$ cat src/rcr_pkg.sv
// Purpose: Shared constants for the reset cause recorder
// Assumes: 20 MHz pclk, APB register bus with 8-bit byte addresses
// Notes: Offsets are byte addresses of aligned 32-bit words
package rcr_pkg;

	// Register byte offsets
	localparam logic [7:0] OFF_CAUSE = 8'h00;
	localparam logic [7:0] OFF_CTL = 8'h04;
	localparam logic [7:0] OFF_CTL_SET = 8'h08;
	localparam logic [7:0] OFF_CTL_CLR = 8'h0c;
	localparam logic [7:0] OFF_LVL = 8'h10;
	localparam logic [7:0] OFF_IRQF = 8'h14;
	localparam logic [7:0] OFF_MASK = 8'h18;
	localparam logic [7:0] OFF_EDGE = 8'h1c;

	// Field positions
	localparam int CAUSE_LVD_BIT = 0;
	localparam int CAUSE_WDT_BIT = 1;
	localparam int CTL_ON_BIT = 7;
	localparam int CTL_MODE_BIT = 1;
	localparam int CTL_FLAG_BIT = 0;
	localparam int IRQ_LVD_LOW_BIT = 0;
	localparam int IRQ_LVD_OK_BIT = 1;

	// Values after reset
	localparam logic [1:0] CAUSE_RST = 2'h0;
	localparam logic [3:0] LVL_RST = 4'h0;
	localparam logic [7:0] IRQF_RST = 8'h00;
	localparam logic [7:0] MASK_RST = 8'hff;
	localparam logic [7:0] EDGE_RST = 8'h00;
	localparam logic [2:0] SYNC_RST = 3'h2;

	// Highest legal detection level code, ten levels 0..9
	localparam logic [3:0] LVL_MAX = 4'h9;

	// Stabilisation wait after a reset source goes away
	localparam int CLK_MHZ = 20;
	localparam int STAB_NS = 2000;
	localparam logic [5:0] STAB_CYC = 6'((STAB_NS * CLK_MHZ + 999) / 1000);

	typedef enum logic [1:0] {RCR_RUN, RCR_HOLD, RCR_STAB} rcr_phase_e;

endpackage : rcr_pkg

$ cat src/rcr_sync.sv
// Purpose: Two-stage synchroniser for asynchronous level inputs
// Assumes: Inputs are slow levels, no pulses shorter than two cycles
// Notes: Stage one feeds stage two only
`timescale 1ns/10ps
`default_nettype none
module rcr_sync #(
	parameter int W = 3,
	parameter logic [W-1:0] RST_VAL = '0
) (
	input wire logic pclk,
	input wire logic presetn,
	input wire logic ce,
	input wire logic [W-1:0] d,
	output logic [W-1:0] q
);

	// One pair of flops per bit
	genvar i;
	generate
		for (i = 0; i < W; i++) begin : g_bit
			logic meta;
			always_ff @(posedge pclk or negedge presetn) begin
				if (!presetn) begin
					meta <= RST_VAL[i];
					q[i] <= RST_VAL[i];
				end else if (ce) begin
					meta <= d[i];
					q[i] <= meta;
				end
			end
		end
	endgenerate

endmodule : rcr_sync
`default_nettype wire

$ cat src/rcr_top.sv
// Purpose: Reset cause recording, reset sequencing, low-voltage control
// Assumes: presetn is the true power-up reset; comparators are async
// Notes: Internal resets never touch the cause flags except as sourced
//
// The implementer's own choices: the APB interface to the registers and the placing of the registers.
`timescale 1ns/10ps
`default_nettype none
// Operation
// - Pin or power-on-clear reset clears whole cause register to zero.
// - Reading the cause register returns contents, then clears it.
// - Watchdog or low-voltage reset sets its own flag, keeps the other.
// - Low-voltage reset flag sits at bit zero of the cause register.
// - A flag reads one only after its source requested a reset.
// - Pin, power-on and watchdog resets clear detector setup; its own keeps it.
// - Detector control accepts bit-wise and whole writes; pin, power-on and watchdog resets clear it.
// - Power-on-clear holds reset at power-up and while supply is low.
// - Supply below level raises interrupt or reset, per mode bit.
// - Ten selectable detection levels through the level-select register.
// - Detector keeps working in clock-stopped standby.
// - During reset and stabilisation other hardware keeps its state.
// - Reset-established state is kept unchanged while in standby.
// - Any reset clears request flags and edge modes, sets all masks.
module rcr_top (
	input wire logic pclk,
	input wire logic presetn,
	input wire logic ce,
	input wire logic psel,
	input wire logic penable,
	input wire logic pwrite,
	input wire logic [7:0] paddr,
	input wire logic [31:0] pwdata,
	output logic [31:0] prdata,
	output logic pready,
	output logic pslverr,
	input wire logic pin_reset_n,
	input wire logic poc_below,
	input wire logic lvd_below,
	input wire logic wdt_overflow,
	input wire logic standby,
	output logic sys_reset,
	output logic lvd_enable,
	output logic [3:0] lvd_level,
	output logic irq
);

	typedef struct packed {
		rcr_pkg::rcr_phase_e phase;
		logic [5:0] stab;
		logic [1:0] cause;
		logic lv_on;
		logic lv_mode;
		logic [3:0] lvl;
		logic [7:0] irqf;
		logic [7:0] mask;
		logic [7:0] edge_mode;
		logic lv_low_d;
		logic rdy;
		logic err;
		logic [31:0] rdata;
		logic [1:0] rd_snap;
		logic sys_rst;
		logic irq_o;
	} rcr_state_s;

	rcr_state_s r;
	rcr_state_s next_r;
	logic [2:0] sync_q;
	logic pin_n_s;
	logic poc_s;
	logic lv_s;
	logic hard_rst;
	logic wdt_rst;
	logic lvd_rst;
	logic any_src;
	logic lv_flag;
	logic bus_ok;
	logic setup;
	logic done;

	// Pin and comparator levels come from outside the clock domain
	rcr_sync #(
		.W(3),
		.RST_VAL(rcr_pkg::SYNC_RST)
	) u_sync (
		.pclk(pclk),
		.presetn(presetn),
		.ce(ce),
		.d({lvd_below, poc_below, pin_reset_n}),
		.q(sync_q)
	);

	// Reset sources, detector runs regardless of standby
	assign pin_n_s = sync_q[0];
	assign poc_s = sync_q[1];
	assign lv_s = sync_q[2];
	assign hard_rst = ~pin_n_s | poc_s;
	assign wdt_rst = wdt_overflow;
	assign lvd_rst = lv_s & r.lv_on & r.lv_mode;
	assign any_src = hard_rst | wdt_rst | lvd_rst;
	assign lv_flag = lv_s & r.lv_on;

	// CPU side is quiet in reset and in standby
	assign bus_ok = ~r.sys_rst & ~standby;
	assign setup = psel & ~penable;
	assign done = psel & penable & r.rdy;

	// Next-state logic
	always_comb begin
		logic [31:0] rv;
		logic hit;
		rv = 32'h0000_0000;
		hit = 1'b1;
		next_r = r;

		// Read mux, cause shown as a whole word
		case (paddr)
			rcr_pkg::OFF_CAUSE: rv = {30'h0, r.cause};
			rcr_pkg::OFF_CTL,
			rcr_pkg::OFF_CTL_SET,
			rcr_pkg::OFF_CTL_CLR: begin
				rv[rcr_pkg::CTL_ON_BIT] = r.lv_on;
				rv[rcr_pkg::CTL_MODE_BIT] = r.lv_mode;
				rv[rcr_pkg::CTL_FLAG_BIT] = lv_flag;
			end
			rcr_pkg::OFF_LVL: rv = {28'h0, r.lvl};
			rcr_pkg::OFF_IRQF: rv = {24'h0, r.irqf};
			rcr_pkg::OFF_MASK: rv = {24'h0, r.mask};
			rcr_pkg::OFF_EDGE: rv = {24'h0, r.edge_mode};
			default: hit = 1'b0;
		endcase

		// Setup cycle prepares the answer for the access cycle
		next_r.rdy = 1'b0;
		if (setup) begin
			next_r.rdy = 1'b1;
			next_r.err = ~hit;
			next_r.rdata = pwrite ? 32'h0000_0000 : rv;
			next_r.rd_snap = 2'h0;
			if (!pwrite && paddr == rcr_pkg::OFF_CAUSE) begin
				next_r.rd_snap = r.cause;
			end
		end

		// Access cycle commits writes and the read side effect
		if (done && bus_ok && !r.err) begin
			if (pwrite) begin
				case (paddr)
					rcr_pkg::OFF_CTL: begin
						next_r.lv_on = pwdata[rcr_pkg::CTL_ON_BIT];
						next_r.lv_mode = pwdata[rcr_pkg::CTL_MODE_BIT];
					end
					rcr_pkg::OFF_CTL_SET: begin
						next_r.lv_on = r.lv_on | pwdata[rcr_pkg::CTL_ON_BIT];
						next_r.lv_mode = r.lv_mode | pwdata[rcr_pkg::CTL_MODE_BIT];
					end
					rcr_pkg::OFF_CTL_CLR: begin
						next_r.lv_on = r.lv_on & ~pwdata[rcr_pkg::CTL_ON_BIT];
						next_r.lv_mode = r.lv_mode & ~pwdata[rcr_pkg::CTL_MODE_BIT];
					end
					rcr_pkg::OFF_LVL: begin
						// Codes above nine are prohibited and dropped
						if (pwdata[3:0] <= rcr_pkg::LVL_MAX) begin
							next_r.lvl = pwdata[3:0];
						end
					end
					rcr_pkg::OFF_IRQF: next_r.irqf = r.irqf & ~pwdata[7:0];
					rcr_pkg::OFF_MASK: next_r.mask = pwdata[7:0];
					rcr_pkg::OFF_EDGE: next_r.edge_mode = pwdata[7:0];
					default: ;
				endcase
			end else begin
				// Only the bits shown are cleared, a late set survives
				next_r.cause = r.cause & ~r.rd_snap;
			end
		end

		// Detector events, placed after the clear so a set wins
		next_r.lv_low_d = lv_flag;
		if (lv_flag && !r.lv_low_d && !r.lv_mode) begin
			next_r.irqf[rcr_pkg::IRQ_LVD_LOW_BIT] = 1'b1;
		end
		if (!lv_flag && r.lv_low_d) begin
			next_r.irqf[rcr_pkg::IRQ_LVD_OK_BIT] = 1'b1;
		end

		// Reset phase sequencing
		case (r.phase)
			rcr_pkg::RCR_RUN: ;
			rcr_pkg::RCR_HOLD: begin
				if (!any_src) begin
					next_r.phase = rcr_pkg::RCR_STAB;
					next_r.stab = 6'h00;
				end
			end
			rcr_pkg::RCR_STAB: begin
				if (r.stab == rcr_pkg::STAB_CYC - 6'h01) begin
					next_r.phase = rcr_pkg::RCR_RUN;
				end else begin
					next_r.stab = r.stab + 6'h01;
				end
			end
			default: next_r.phase = rcr_pkg::RCR_RUN;
		endcase

		// Source-dependent effects of an internal reset, applied in every
		// cycle a source is active; in stabilisation the state is only held
		if (any_src) begin
			next_r.phase = rcr_pkg::RCR_HOLD;
			next_r.stab = 6'h00;
			next_r.irqf = rcr_pkg::IRQF_RST;
			next_r.mask = rcr_pkg::MASK_RST;
			next_r.edge_mode = rcr_pkg::EDGE_RST;
			next_r.rdy = 1'b0;
		end
		if (hard_rst) begin
			next_r.cause = rcr_pkg::CAUSE_RST;
		end else begin
			if (wdt_rst) begin
				next_r.cause[rcr_pkg::CAUSE_WDT_BIT] = 1'b1;
			end
			if (lvd_rst) begin
				next_r.cause[rcr_pkg::CAUSE_LVD_BIT] = 1'b1;
			end
		end
		// The detector's own reset leaves its setup alone
		if (hard_rst || wdt_rst) begin
			next_r.lv_on = 1'b0;
			next_r.lv_mode = 1'b0;
			next_r.lvl = rcr_pkg::LVL_RST;
		end

		next_r.sys_rst = next_r.phase != rcr_pkg::RCR_RUN;
		next_r.irq_o = |(next_r.irqf & ~next_r.mask);
	end

	// Power-up reset starts in hold, like a power-on-clear
	always_ff @(posedge pclk or negedge presetn) begin
		if (!presetn) begin
			r <= '0;
			r.phase <= rcr_pkg::RCR_HOLD;
			r.mask <= rcr_pkg::MASK_RST;
			r.sys_rst <= 1'b1;
		end else if (ce) begin
			r <= next_r;
		end
	end

	// Outputs straight from the state flops
	assign prdata = r.rdata;
	assign pready = r.rdy;
	assign pslverr = r.err;
	assign sys_reset = r.sys_rst;
	assign lvd_enable = r.lv_on;
	assign lvd_level = r.lvl;
	assign irq = r.irq_o;
endmodule : rcr_top
`default_nettype wire

$ cat config.mk
export PLATFORM = sky130hd
export DESIGN_NAME = rcr_top
export DESIGN_NICKNAME = d
export VERILOG_FILES = /design/src/rcr_pkg.sv /design/src/rcr_sync.sv /design/src/rcr_top.sv
export SDC_FILE = /design/constraint.sdc
export NUM_CORES = 1
export LEC_CHECK = 0
export BUFFER_PORTS_ARGS = -buffer_cell sky130_fd_sc_hd__buf_2
export CAP_MARGIN = 25
export CORE_MARGIN = 2
export CORE_UTILIZATION = 57
export DETAILED_ROUTE_END_ITERATION = 16
export PLACE_DENSITY = 0.88
export SLEW_MARGIN = 20
export SYNTH_ARGS = -nofsm -noshare
export SYNTH_HDL_FRONTEND = slang
export SYNTH_SLANG_ARGS = --single-unit
$ cat constraint.sdc
create_clock -name pclk -period 3.3 [get_ports pclk]
set_input_delay 0.66 -clock pclk [delete_from_list [all_inputs] [get_ports pclk]]
set_output_delay 0.66 -clock pclk [all_outputs]
set_load 0.02 [all_outputs]
# == Yosys cells after proc, flatten, opt, wreduce, memory -nomap -nowiden ==
# Cells that the tools add are included.
# word_totals
out_inout_bits,41
input_bits,51
ff_bits,85
wordCells,129
# classes
magnitude_cmp,1
n_addsub,1
n_reduce_logical,36
n_mux,29
n_eq_ne,13
bitwise,26
# op_table
operator,count
$mux W8,5
$mux W36,1
$eq A8 B5 Y1 const B,4
$mux W32,1
$mux W30,1
$mux W24,1
$pmux W5 S4,1
$and A8 B8 Y8,2
$eq A8 B4 Y1 const B,2
$not A8 Y8,2
$reduce_bool A2 Y1,8
$reduce_or A8 Y1,2
$mux W6,2
$pmux W2 S3,2
$pmux W2 S6,1
$pmux W6 S2,1
$reduce_and A3 Y1,3
$reduce_bool A3 Y1,3
$and A1 B1 Y1,8
$eq A8 B3 Y1 const B,1
$logic_not A8 Y1,1
$mux W2,4
$mux W4,2
$reduce_and A4 Y1,2
other kinds (21),46

# == Longest topological paths before layout ==
# Gate-level depths: netlist (run 1).
# depth
depth_word,10
ltp_mapped,8
mapped_depth_nobuf,7

# == Hierarchy ==
# Synthesis (run 1) repeated with hierarchy kept, for this count alone.
# hier_totals
hier_cells,351
area_unflattened_um2,3484.6
# modules_own_cells
mod,instances,area_each_um2,cells_each
rcr_top,1,3230.6,338
rcr_sync,1,254.0,13

# == Worst setup path before layout (run 1) ==
# OpenSTA, ideal clock, no wires.
# synth_path
kind,input port to flip-flop
startpoint,in paddr[5]
endpoint,"reg r, in the netlist irq"
setup_ps,133
required_ps,3167
stages,7
arrival_time_ps,2311
slack_ps,856
cell_sequence,or3_4 > or4_4 > buf_6 > o211ai_2 > nand4_1 > nor4_1 > a31oi_1
# synth_via
elab_chain_len,8
elab_cells_between_ends,12
cone_classes,eq/ne (2); mux (7); bitwise (2); reduce/logical (1)
# synth_rtl
item,line_no,source
start: declaration,rcr_top.sv:30,"input wire logic [7:0] paddr,"
$eq A8 B5 Y1,rcr_top.sv:147,case (paddr)
$mux W8,rcr_top.sv:147,
$mux W30 *,rcr_top.sv:146,if (pwrite) begin
$mux W32 *,rcr_top.sv:145,if (done && bus_ok && !r.err) begin
$mux W1 (tied with other cells),rcr_top.sv:179,if (lv_flag && !r.lv_low_d && !r.lv_mode) begin
$mux W24 *,rcr_top.sv:207,if (any_src) begin
$and A8 B8 Y8 *,rcr_top.sv:233,next_r.irq_o = |(next_r.irqf & ~next_r.mask);
$reduce_or A8 Y1 *,rcr_top.sv:233,
end signal: assignment,rcr_top.sv:244,r <= next_r;
end: declaration,rcr_top.sv:65,rcr_state_s r;
# Mark *: on every way between the ends. The rest lies on a longest branch, timed or not. The select of a mux whose other input is x is not followed.
# A chain may end at the register's enable or synchronous reset.

# == Worst setup path in the final report (run 1) ==
# layout_path
startpoint,in paddr[4]
endpoint,reg r[56] in the netlist's numbering
# layout_via
elab_chain_len,6
# layout_rtl
item,line_no,source
$eq A8 B5 Y1,rcr_top.sv:147,
$mux W8,rcr_top.sv:147,
$mux W30,rcr_top.sv:146,
$mux W32,rcr_top.sv:145,
$mux W1,rcr_top.sv:182,if (!lv_flag && r.lv_low_d) begin
$mux W24,rcr_top.sv:207,
# Every way passes these cells. The select of a mux whose other input is x is not followed.

==> results.sh, run 1 <==
export IMPL_outcome="completed"
export IMPL_synth_top_area_share=0.352
export IMPL_final_util=0.640
export IMPL_hold_class="input port to asynchronous set/reset pin"
export IMPL_hold_viol=0
export IMPL_drtAntennaViolNets=0
export IMPL_reg2reg_slack_ns=0.94
export IMPL_clock_sinks=61
export IMPL_drive_above_1_share=0.268
export IMPL_chipHeight_um=82.2
export IMPL_htree_num_levels=3
export IMPL_place_congestion=0.880
export IMPL_core_um2=5920
export IMPL_worstSkewPairLatency_ns=0.35
export IMPL_async_reset_ff_frac=1.00
export IMPL_numPortBuffers=43
export IMPL_drt_wl_total_mm=7.80
export IMPL_drtPass1Iterations=5
export IMPL_yosysSeqAreaShare=0.443
export IMPL_drt_iter0_markers=227
export IMPL_drcViolationCount=0
export IMPL_slowest_delay_ns=0.62
export IMPL_grt_ovfl_total=0
export IMPL_clockBufferDepth=2
export IMPL_crit_type="input port to register"
export IMPL_startpoint_type="input port"
export IMPL_crit_path_max_fanout=12
export IMPL_rows=28
export IMPL_synth_top_cell_by_area="dfrtp_1"
export IMPL_antenna_cells=0
export IMPL_powerDensity_nw_per_um2=453
export IMPL_worstPathCellList="buf_2 -> or3b_1 -> or4_4 -> nor2b_2 -> a311oi_1 -> mux2_2"
export IMPL_cp_arrival_ns=2.71
export IMPL_fmax_mhz=404
export IMPL_postSynthAreaPerCell_um2=9.89
export IMPL_final_cell_count_no_fill=463
export IMPL_cts_root_buf="clkbuf_8"
export IMPL_finalInstanceArea_um2=3790
export IMPL_num_nets_final=435
export IMPL_cts_setup_buffers=0
export IMPL_cp_depth=6
export IMPL_post_place_ws_ns=0.506
export IMPL_finalCritPeriodShare=0.750
export IMPL_setup_viol=0
export IMPL_synth_main_ff_cell="dfrtp_1"
export IMPL_synth_edf_count=0
export IMPL_cts_inserted_buffers=9
export IMPL_synth_cell_types=64
export IMPL_ff2ff_path_depth=5
export IMPL_slowest_stage="or4_4"
export IMPL_drv_slew=0
export IMPL_holdWs_ns=0.347
export IMPL_initial_core_util=0.588
export IMPL_vias_per_cell=6.00
export IMPL_grt_max_degree=32
export IMPL_holdBufCountCts=0
export IMPL_antenna_found_initial=0
export IMPL_synth_area_um2=3480
export IMPL_tritoncts="built"
export IMPL_crit_start="paddr[4]"
export IMPL_vias=2777
export IMPL_ctsResizeCount=0
export IMPL_routedWlPerCell_um=16.9
export IMPL_grt_setup_unrepaired="false"
export IMPL_crit_path_end="r[56]"
export IMPL_r2r_end="r[56]"
export IMPL_dpl_hpwl_mm=5.50
export IMPL_area_growth_pct=8.84
export IMPL_relSlewSlack=0.542
export IMPL_synth_warnings=0
export IMPL_clk_pin_slew_ns=0.07
export IMPL_grt_pass1_wl_mm=12.7
export IMPL_vdd_drop_max_v=0.000403
export IMPL_fin_crit_ns=2.48
export IMPL_yosys_top_cells_area="dfrtp_1 35%, dfstp_2 9.1%, buf_4 8.4%"
export IMPL_grt_pass1_vias=2593
export IMPL_fin_skew_ns=0.0101
export IMPL_place_area_um2=3560
export IMPL_r2r_start="pslverr"
export IMPL_cp_required_ns=3.53
export IMPL_grtUsageTotal=0.257
export IMPL_worst_slack_ns=0.824
export IMPL_dieArea_um2=6750
export IMPL_total_power_mw=1.72
export IMPL_io_pins=92
export IMPL_die_w_um=82.2
export IMPL_critPathTopFamily="simple AND/OR/NAND/NOR gates"
export IMPL_p_leak_nw=1.71
export IMPL_cp_end_kind="register"
export IMPL_worst_pin_slew_ns=0.687
export IMPL_synthCells=352
export IMPL_path_buf_inv=1
export IMPL_synth_seq_cells=61
export IMPL_max_cap_violations=0
export IMPL_dp_cells=447
export IMPL_tns_ns=0
## flip-flops by register name, indices dropped and copies added, names as in the netlist
register	cells
r	38
prdata	8
lvd_level	4
u_sync.g_bit.meta	3
u_sync.q	3
irq	1
lvd_enable	1
pready	1
pslverr	1
sys_reset	1
## power by group
group	switching [mW]	internal [mW]	leakage, nW
logic	0.128	0.0556	0.801
clock network	0.285	0.464	0.116
registers	0.0136	0.769	0.793
total	0.427	1.29	1.71
## cell usage in the layout (no fill, tap or decap), drive strengths merged, types with 8 or more instances in the layout
cell,count
conb,24
dfrtp,49
o22a,8
mux2,10
inv,13
nand2,37
o21ai,39
a22o,9
dfstp,12
buf,49
clkbuf,12
a21oi,14
nor2,13
## synthesized netlist by cell type (all sizes together), types with 2 or more instances
cell,count
or3,3
or4b,2
mux2i,2
a22o,9
o31ai,2
mux4,4
nor2b,7
a32o,5
clkbuf,9
or3b,3
a31oi,3
mux2,10
o22a,8
buf,43
o21ai,39
o2bb2ai,2
o21a,7
nor3,4
dfstp,12
nand2b,4
o22ai,2
nor4,6
or2,2
a22oi,4
o211ai,5
nand3b,2
inv,13
dfrtp,49
nand2,37
or4,2
nor2,13
a21oi,14
xor2,2
nand3,7
## how the worst min path moves through the flow
stage              start   endpoint  slack, ns  depth (start not counted)
2_1_floorplan    presetn        irq       0.36                          0
3_3_place_gp   prdata[5]  prdata[5]       0.46                          2
3_5_place_dp   prdata[5]  prdata[5]       0.48                          2
4_1_cts          presetn      r[43]       0.36                          1
5_1_grt          presetn      r[59]       0.39                          1
6_report         presetn      r[43]       0.35                          1
## metal layers
metal  up-vias  GRT usage  part of all wire
li1       1279          -                 -
met1      1333      0.340              0.42
met2       144      0.391              0.47
met3        21     0.0761             0.090
met4         0      0.113             0.021
met5         -          0                 0
## worst register-to-register path, delay by kind of cell (launching register included)
family,cells,cell delay (ns)
AOI/OAI and AO/OA,1,0.19
DFF,1,0.41
muxes,1,0.29
and+or+nand+nor,3,1.36
## layout make-up
| class | instances | area (um^2) |
|---|---|---|
| clock buffer | 12 | 155 |
| clock inverter | 4 | 70.1 |
| fill | 464 | 2130 |
| inverter | 13 | 48.8 |
| multi-input combinational | 249 | 1620 |
| sequential | 61 | 1540 |
| tap | 75 | 93.8 |
| timing repair buffer | 49 | 260 |
## logic make-up after synthesis
family | synth area share
AO/OA/AOI/OAI | 0.203
adder cells (fa/ha/maj) | 0.00359
buffers and inverters | 0.117
AND/OR/NAND/NOR | 0.161
multiplexers | 0.0640
XOR/XNOR | 0.00755
flip-flops | 0.443
other | 0.00108
No activity file was read; power rests on OpenSTA's default activity.
==> run 2: changes to the inputs <==
- CORE_UTILIZATION: 57 -> 53
- PLACE_DENSITY: 0.88 -> 0.83
- clock period: 3.3 -> 2.4 ns (I/O delays scaled with it)
==> results.sh, run 2 (same netlist as run 1, synthesis figures left out) <==
export IMPL_tritoncts="built"
export IMPL_final_util=0.615
export IMPL_dpl_hpwl_mm=5.67
export IMPL_vdd_drop_max_v=0.000403
export IMPL_htree_num_levels=3
export IMPL_num_nets_final=452
export IMPL_place_congestion=0.950
export IMPL_holdBufCountCts=0
export IMPL_vias=2842
export IMPL_numPortBuffers=43
export IMPL_final_cell_mix="49 x dfrtp_1, 43 x buf_2, 37 x nand2_1"
export IMPL_cp_end_kind="register"
export IMPL_finalCritPeriodShare=0.916
export IMPL_slowest_delay_ns=0.52
export IMPL_critPathTopFamily="simple AND/OR/NAND/NOR gates"
export IMPL_final_cell_count_no_fill=482
export IMPL_crit_path_max_fanout=10
export IMPL_cp_arrival_ns=2.41
export IMPL_place_area_um2=3710
export IMPL_die_w_um=85.1
export IMPL_rows=29
export IMPL_dieArea_um2=7230
export IMPL_vias_per_cell=5.90
export IMPL_chipHeight_um=85.1
export IMPL_drt_wl_total_mm=7.92
export IMPL_ctsResizeCount=0
export IMPL_antenna_cells=0
export IMPL_outcome="completed"
export IMPL_powerDensity_nw_per_um2=570
export IMPL_drtAntennaViolNets=0
export IMPL_grt_max_degree=62
export IMPL_startpoint_type="register"
export IMPL_r2r_start="pslverr"
export IMPL_crit_type="register to register"
export IMPL_worst_pin_slew_ns=0.574
export IMPL_finalInstanceArea_um2=3900
export IMPL_cp_required_ns=2.61
export IMPL_core_um2=6350
export IMPL_setup_viol=0
export IMPL_io_pins=92
export IMPL_worstSkewPairLatency_ns=0.34
export IMPL_drtPass1Iterations=5
export IMPL_hold_class="input port to asynchronous set/reset pin"
export IMPL_routedWlPerCell_um=16.4
export IMPL_fill_cells=526
export IMPL_drv_slew=0
export IMPL_mostFrequentLayoutCell="dfrtp_1"
export IMPL_fin_crit_ns=2.20
export IMPL_grt_setup_unrepaired="false"
export IMPL_crit_start="pslverr"
export IMPL_worstPathCellList="or3b_1 -> or4_4 -> o211ai_2 -> nand4_1 -> nor4_1 -> a31oi_1"
export IMPL_relSlewSlack=0.617
export IMPL_grt_pass1_vias=2687
export IMPL_grt_ovfl_total=0
export IMPL_holdWs_ns=0.130
export IMPL_grt_pass1_wl_mm=13.2
export IMPL_largest_reg_flops=38
export IMPL_area_growth_pct=12.1
export IMPL_cts_inserted_buffers=9
export IMPL_worst_slack_ns=0.202
export IMPL_p_leak_nw=1.78
export IMPL_clock_sinks=61
export IMPL_clockBufferDepth=2
export IMPL_hold_viol=0
export IMPL_dp_cells=466
export IMPL_cts_setup_buffers=0
export IMPL_grtUsageTotal=0.234
export IMPL_drive_above_1_share=0.301
export IMPL_clk_pin_slew_ns=0.07
export IMPL_top_register="r"
export IMPL_initial_core_util=0.548
export IMPL_drcViolationCount=0
export IMPL_fin_skew_ns=0.00777
export IMPL_max_cap_violations=0
export IMPL_cts_root_buf="clkbuf_8"
export IMPL_tns_ns=0
export IMPL_total_power_mw=2.23
export IMPL_antenna_found_initial=0
export IMPL_path_buf_inv=0
export IMPL_post_place_ws_ns=-0.0802
export IMPL_fmax_mhz=455
export IMPL_drt_iter0_markers=241
export IMPL_slowest_stage="or4_4"
## run 2: worst paths after layout
path,depth (start not counted),slack [ns],endpoint
setup reg to reg,6,0.20,irq
hold / removal,2,0.13,u_sync.g_bit[2].meta
hold reg to reg,2,0.47,prdata[5]
max in group asynchronous,2,1.95,sys_reset
setup / recovery,6,0.20,irq
min in group pclk,2,0.36,u_sync.g_bit[2].meta
## run 2: where the power goes
part	switching [mW]	internal, mW
Clock	0.391	0.484
Combinational	0.179	0.0964
Sequential	0.0177	1.06
Total	0.587	1.64
## run 2: worst reg2reg max path, cell delays in order, from the launching register on
cell and delay [ns]:
dfrtp_1 0.41, or3b_1 0.39, or4_4 0.53, o211ai_2 0.20
nand4_1 0.11, nor4_1 0.31, a31oi_1 0.13
## run 2: layout make-up
type / instances / area [um^2] / area share
Clock buffer: 13 / 179 / 0.0458
Clock inverter: 3 / 17.5 / 0.00449
Inverter: 13 / 48.8 / 0.0125
Multi-Input combinational cell: 249 / 1620 / 0.415
Sequential cell: 61 / 1540 / 0.395
Tap cell: 77 / 96.3 / 0.0247
Timing Repair Buffer: 66 / 400 / 0.103
## run 2: metal layers
metal  vias up  track usage  routed length, um
met5         -            0                  0
met4         0       0.0938                136
met2       153        0.351               3600
met1      1361        0.326               3440
li1       1316            -                  -
met3        12       0.0603                744
==> run 3: changes to the inputs <==
- SYNTH_HIERARCHICAL: not set -> 1
==> results.sh, run 3 <==
export IMPL_synth_cell_types=64
export IMPL_die_w_um=85.1
export IMPL_tns_ns=0
export IMPL_final_util=0.603
export IMPL_holdBufCountCts=0
export IMPL_seq_area_um2=1540
export IMPL_drtPass1Iterations=5
export IMPL_clock_sinks=61
export IMPL_mostFrequentLayoutCell="dfrtp_1"
export IMPL_drt_wl_total_mm=7.73
export IMPL_grt_pass1_vias=2686
export IMPL_cp_end_kind="register"
export IMPL_crit_type="register to register"
export IMPL_powerDensity_nw_per_um2=614
export IMPL_synth_warnings=6
export IMPL_synth_edf_count=0
export IMPL_antenna_cells=0
export IMPL_synth_top_area_share=0.352
export IMPL_fin_crit_ns=2.07
export IMPL_cp_required_ns=2.60
export IMPL_total_power_mw=2.35
export IMPL_vias_per_cell=5.90
export IMPL_synth_area_um2=3480
export IMPL_cts_root_buf="clkbuf_8"
export IMPL_largest_reg_flops=38
export IMPL_clk_pin_slew_ns=0.07
export IMPL_max_cap_violations=0
export IMPL_place_congestion=0.911
export IMPL_yosysSeqAreaShare=0.442
export IMPL_worst_pin_slew_ns=0.580
export IMPL_grtUsageTotal=0.228
export IMPL_ff2ff_path_depth=6
export IMPL_fin_skew_ns=0.0118
export IMPL_final_cell_count_no_fill=471
export IMPL_grt_pass1_wl_mm=12.9
export IMPL_setup_viol=0
export IMPL_drt_iter0_markers=254
export IMPL_chipHeight_um=85.1
export IMPL_ctsResizeCount=0
export IMPL_rows=29
export IMPL_routedWlPerCell_um=16.4
export IMPL_hold_class="input port to asynchronous set/reset pin"
export IMPL_drv_slew=0
export IMPL_tritoncts="built"
export IMPL_worstSkewPairLatency_ns=0.35
export IMPL_dp_cells=455
export IMPL_vias=2779
export IMPL_final_cell_mix="49 x dfrtp_1, 43 x buf_2, 39 x nand2_1"
export IMPL_cts_inserted_buffers=9
export IMPL_postSynthAreaPerCell_um2=9.93
export IMPL_dieArea_um2=7240
export IMPL_cts_setup_buffers=0
export IMPL_grt_max_degree=38
export IMPL_clockBufferDepth=2
export IMPL_p_leak_nw=1.76
export IMPL_initial_core_util=0.549
export IMPL_drcViolationCount=0
export IMPL_area_growth_pct=9.91
export IMPL_synth_most_common_cell="dfrtp_1"
export IMPL_synth_top_cell_by_area="dfrtp_1"
export IMPL_relSlewSlack=0.613
export IMPL_outcome="completed"
export IMPL_hold_viol=0
export IMPL_htree_num_levels=3
export IMPL_antenna_found_initial=0
export IMPL_crit_path_max_fanout=6
export IMPL_yosys_top_cells_area="dfrtp_1 35%, dfstp_2 9.0%, buf_4 7.8%"
export IMPL_finalCritPeriodShare=0.861
export IMPL_startpoint_type="register"
export IMPL_core_um2=6350
export IMPL_vdd_drop_max_v=0.000400
export IMPL_drtAntennaViolNets=0
export IMPL_fill_cells=539
export IMPL_multi_input_area_um2=1630
export IMPL_num_nets_final=441
export IMPL_top_register="r"
export IMPL_fmax_mhz=484
export IMPL_dpl_hpwl_mm=5.49
export IMPL_grt_ovfl_total=0
export IMPL_numPortBuffers=43
export IMPL_synth_seq_cells=61
export IMPL_synth_main_ff_cell="dfrtp_1"
export IMPL_synthCells=351
export IMPL_synthTopCellsByCount="49 x dfrtp_1, 39 x nand2_1, 36 x buf_4, 21 x o21ai_0, 17 x a21oi_1"
export IMPL_async_reset_ff_frac=1.00
export IMPL_grt_setup_unrepaired="false"
export IMPL_io_pins=92
export IMPL_drive_above_1_share=0.249
export IMPL_cp_arrival_ns=2.26
==> run 3: cell types whose count changed after synthesis, moves of 4 or more <==
cell / change
clkbuf_1: -6
mux2_4: +6
a21o_1: +7
o21ai_0: -15
a32o_1: -4
mux2i_1: +9
nor2_1: +4
a211o_1: +4
mux2_2: -8
mux4_2: -4
o21ai_1: +8
o21a_1: -6
==> run 3: cell families after synthesis <==
kind of cell	Yosys count	synth area share
AOI/OAI and AO/OA	106	0.212
and+or+nand+nor	101	0.161
buffers and inverters	62	0.116
DFF	61	0.442
muxes	19	0.0639
adders and majority gates	1	0.00359
other	1	0.00108
==> run 3: cell type report <==
type | instances | area share
inverters | 14 | 0.0137
well taps | 77 | 0.0252
flip-flops and latches | 61 | 0.402
clock buffers | 12 | 0.0379
clock inverters | 4 | 0.0189
repair buffers | 52 | 0.0771
multi-input cells | 251 | 0.425
==> run 3: worst max-delay path: stages, from the launching register on <==
cell and delay, ns:
dfrtp_1 0.45, nor3b_1 0.32, nand4_1 0.36, a21boi_0 0.27
o22ai_1 0.09, nor3_1 0.27, a41oi_2 0.16
==> run 3: power breakdown <==
| group | internal [mW] | total [mW] | switching [mW] |
|---|---|---|---|
| registers | 1.06 | 1.08 | 0.0198 |
| clock network | 0.612 | 1.02 | 0.410 |
| logic | 0.0873 | 0.254 | 0.167 |
| total | 1.76 | 2.35 | 0.597 |
==> run 3: final timing paths <==
kind	from	end	slack, ns
min in group pclk	pin_reset_n	u_sync/g_bit[0].meta	0.36
worst min register to register	prdata[4]	prdata[4]	0.49
worst max register to register	pslverr	irq	0.33
max in group asynchronous	presetn	r[47]	1.60
worst max-delay path	pslverr	irq	0.33
worst min-delay path	presetn	prdata[2]	0.12
==> run 3: stage by stage <==
stage | setup slack (ns) | hold slack, ns | cell area [um^2]
after CTS | 0.389 | 0.134 | 3830
after floorplan | 0.501 | 0.184 | 3570
final | 0.334 | 0.120 | 3830
after detailed placement | 0.169 | 0.474 | 3610
after global routing | 0.160 | 0.156 | 3830
after global placement | 0.197 | 0.466 | 3610
==> run 3: layer usage <==
metal	track usage	part of all wire	vias to the layer above
met5	0	0	-
met4	0.115	0.022	0
met3	0.0632	0.073	19
met2	0.348	0.47	135
met1	0.297	0.44	1346
li1	-	-	1279
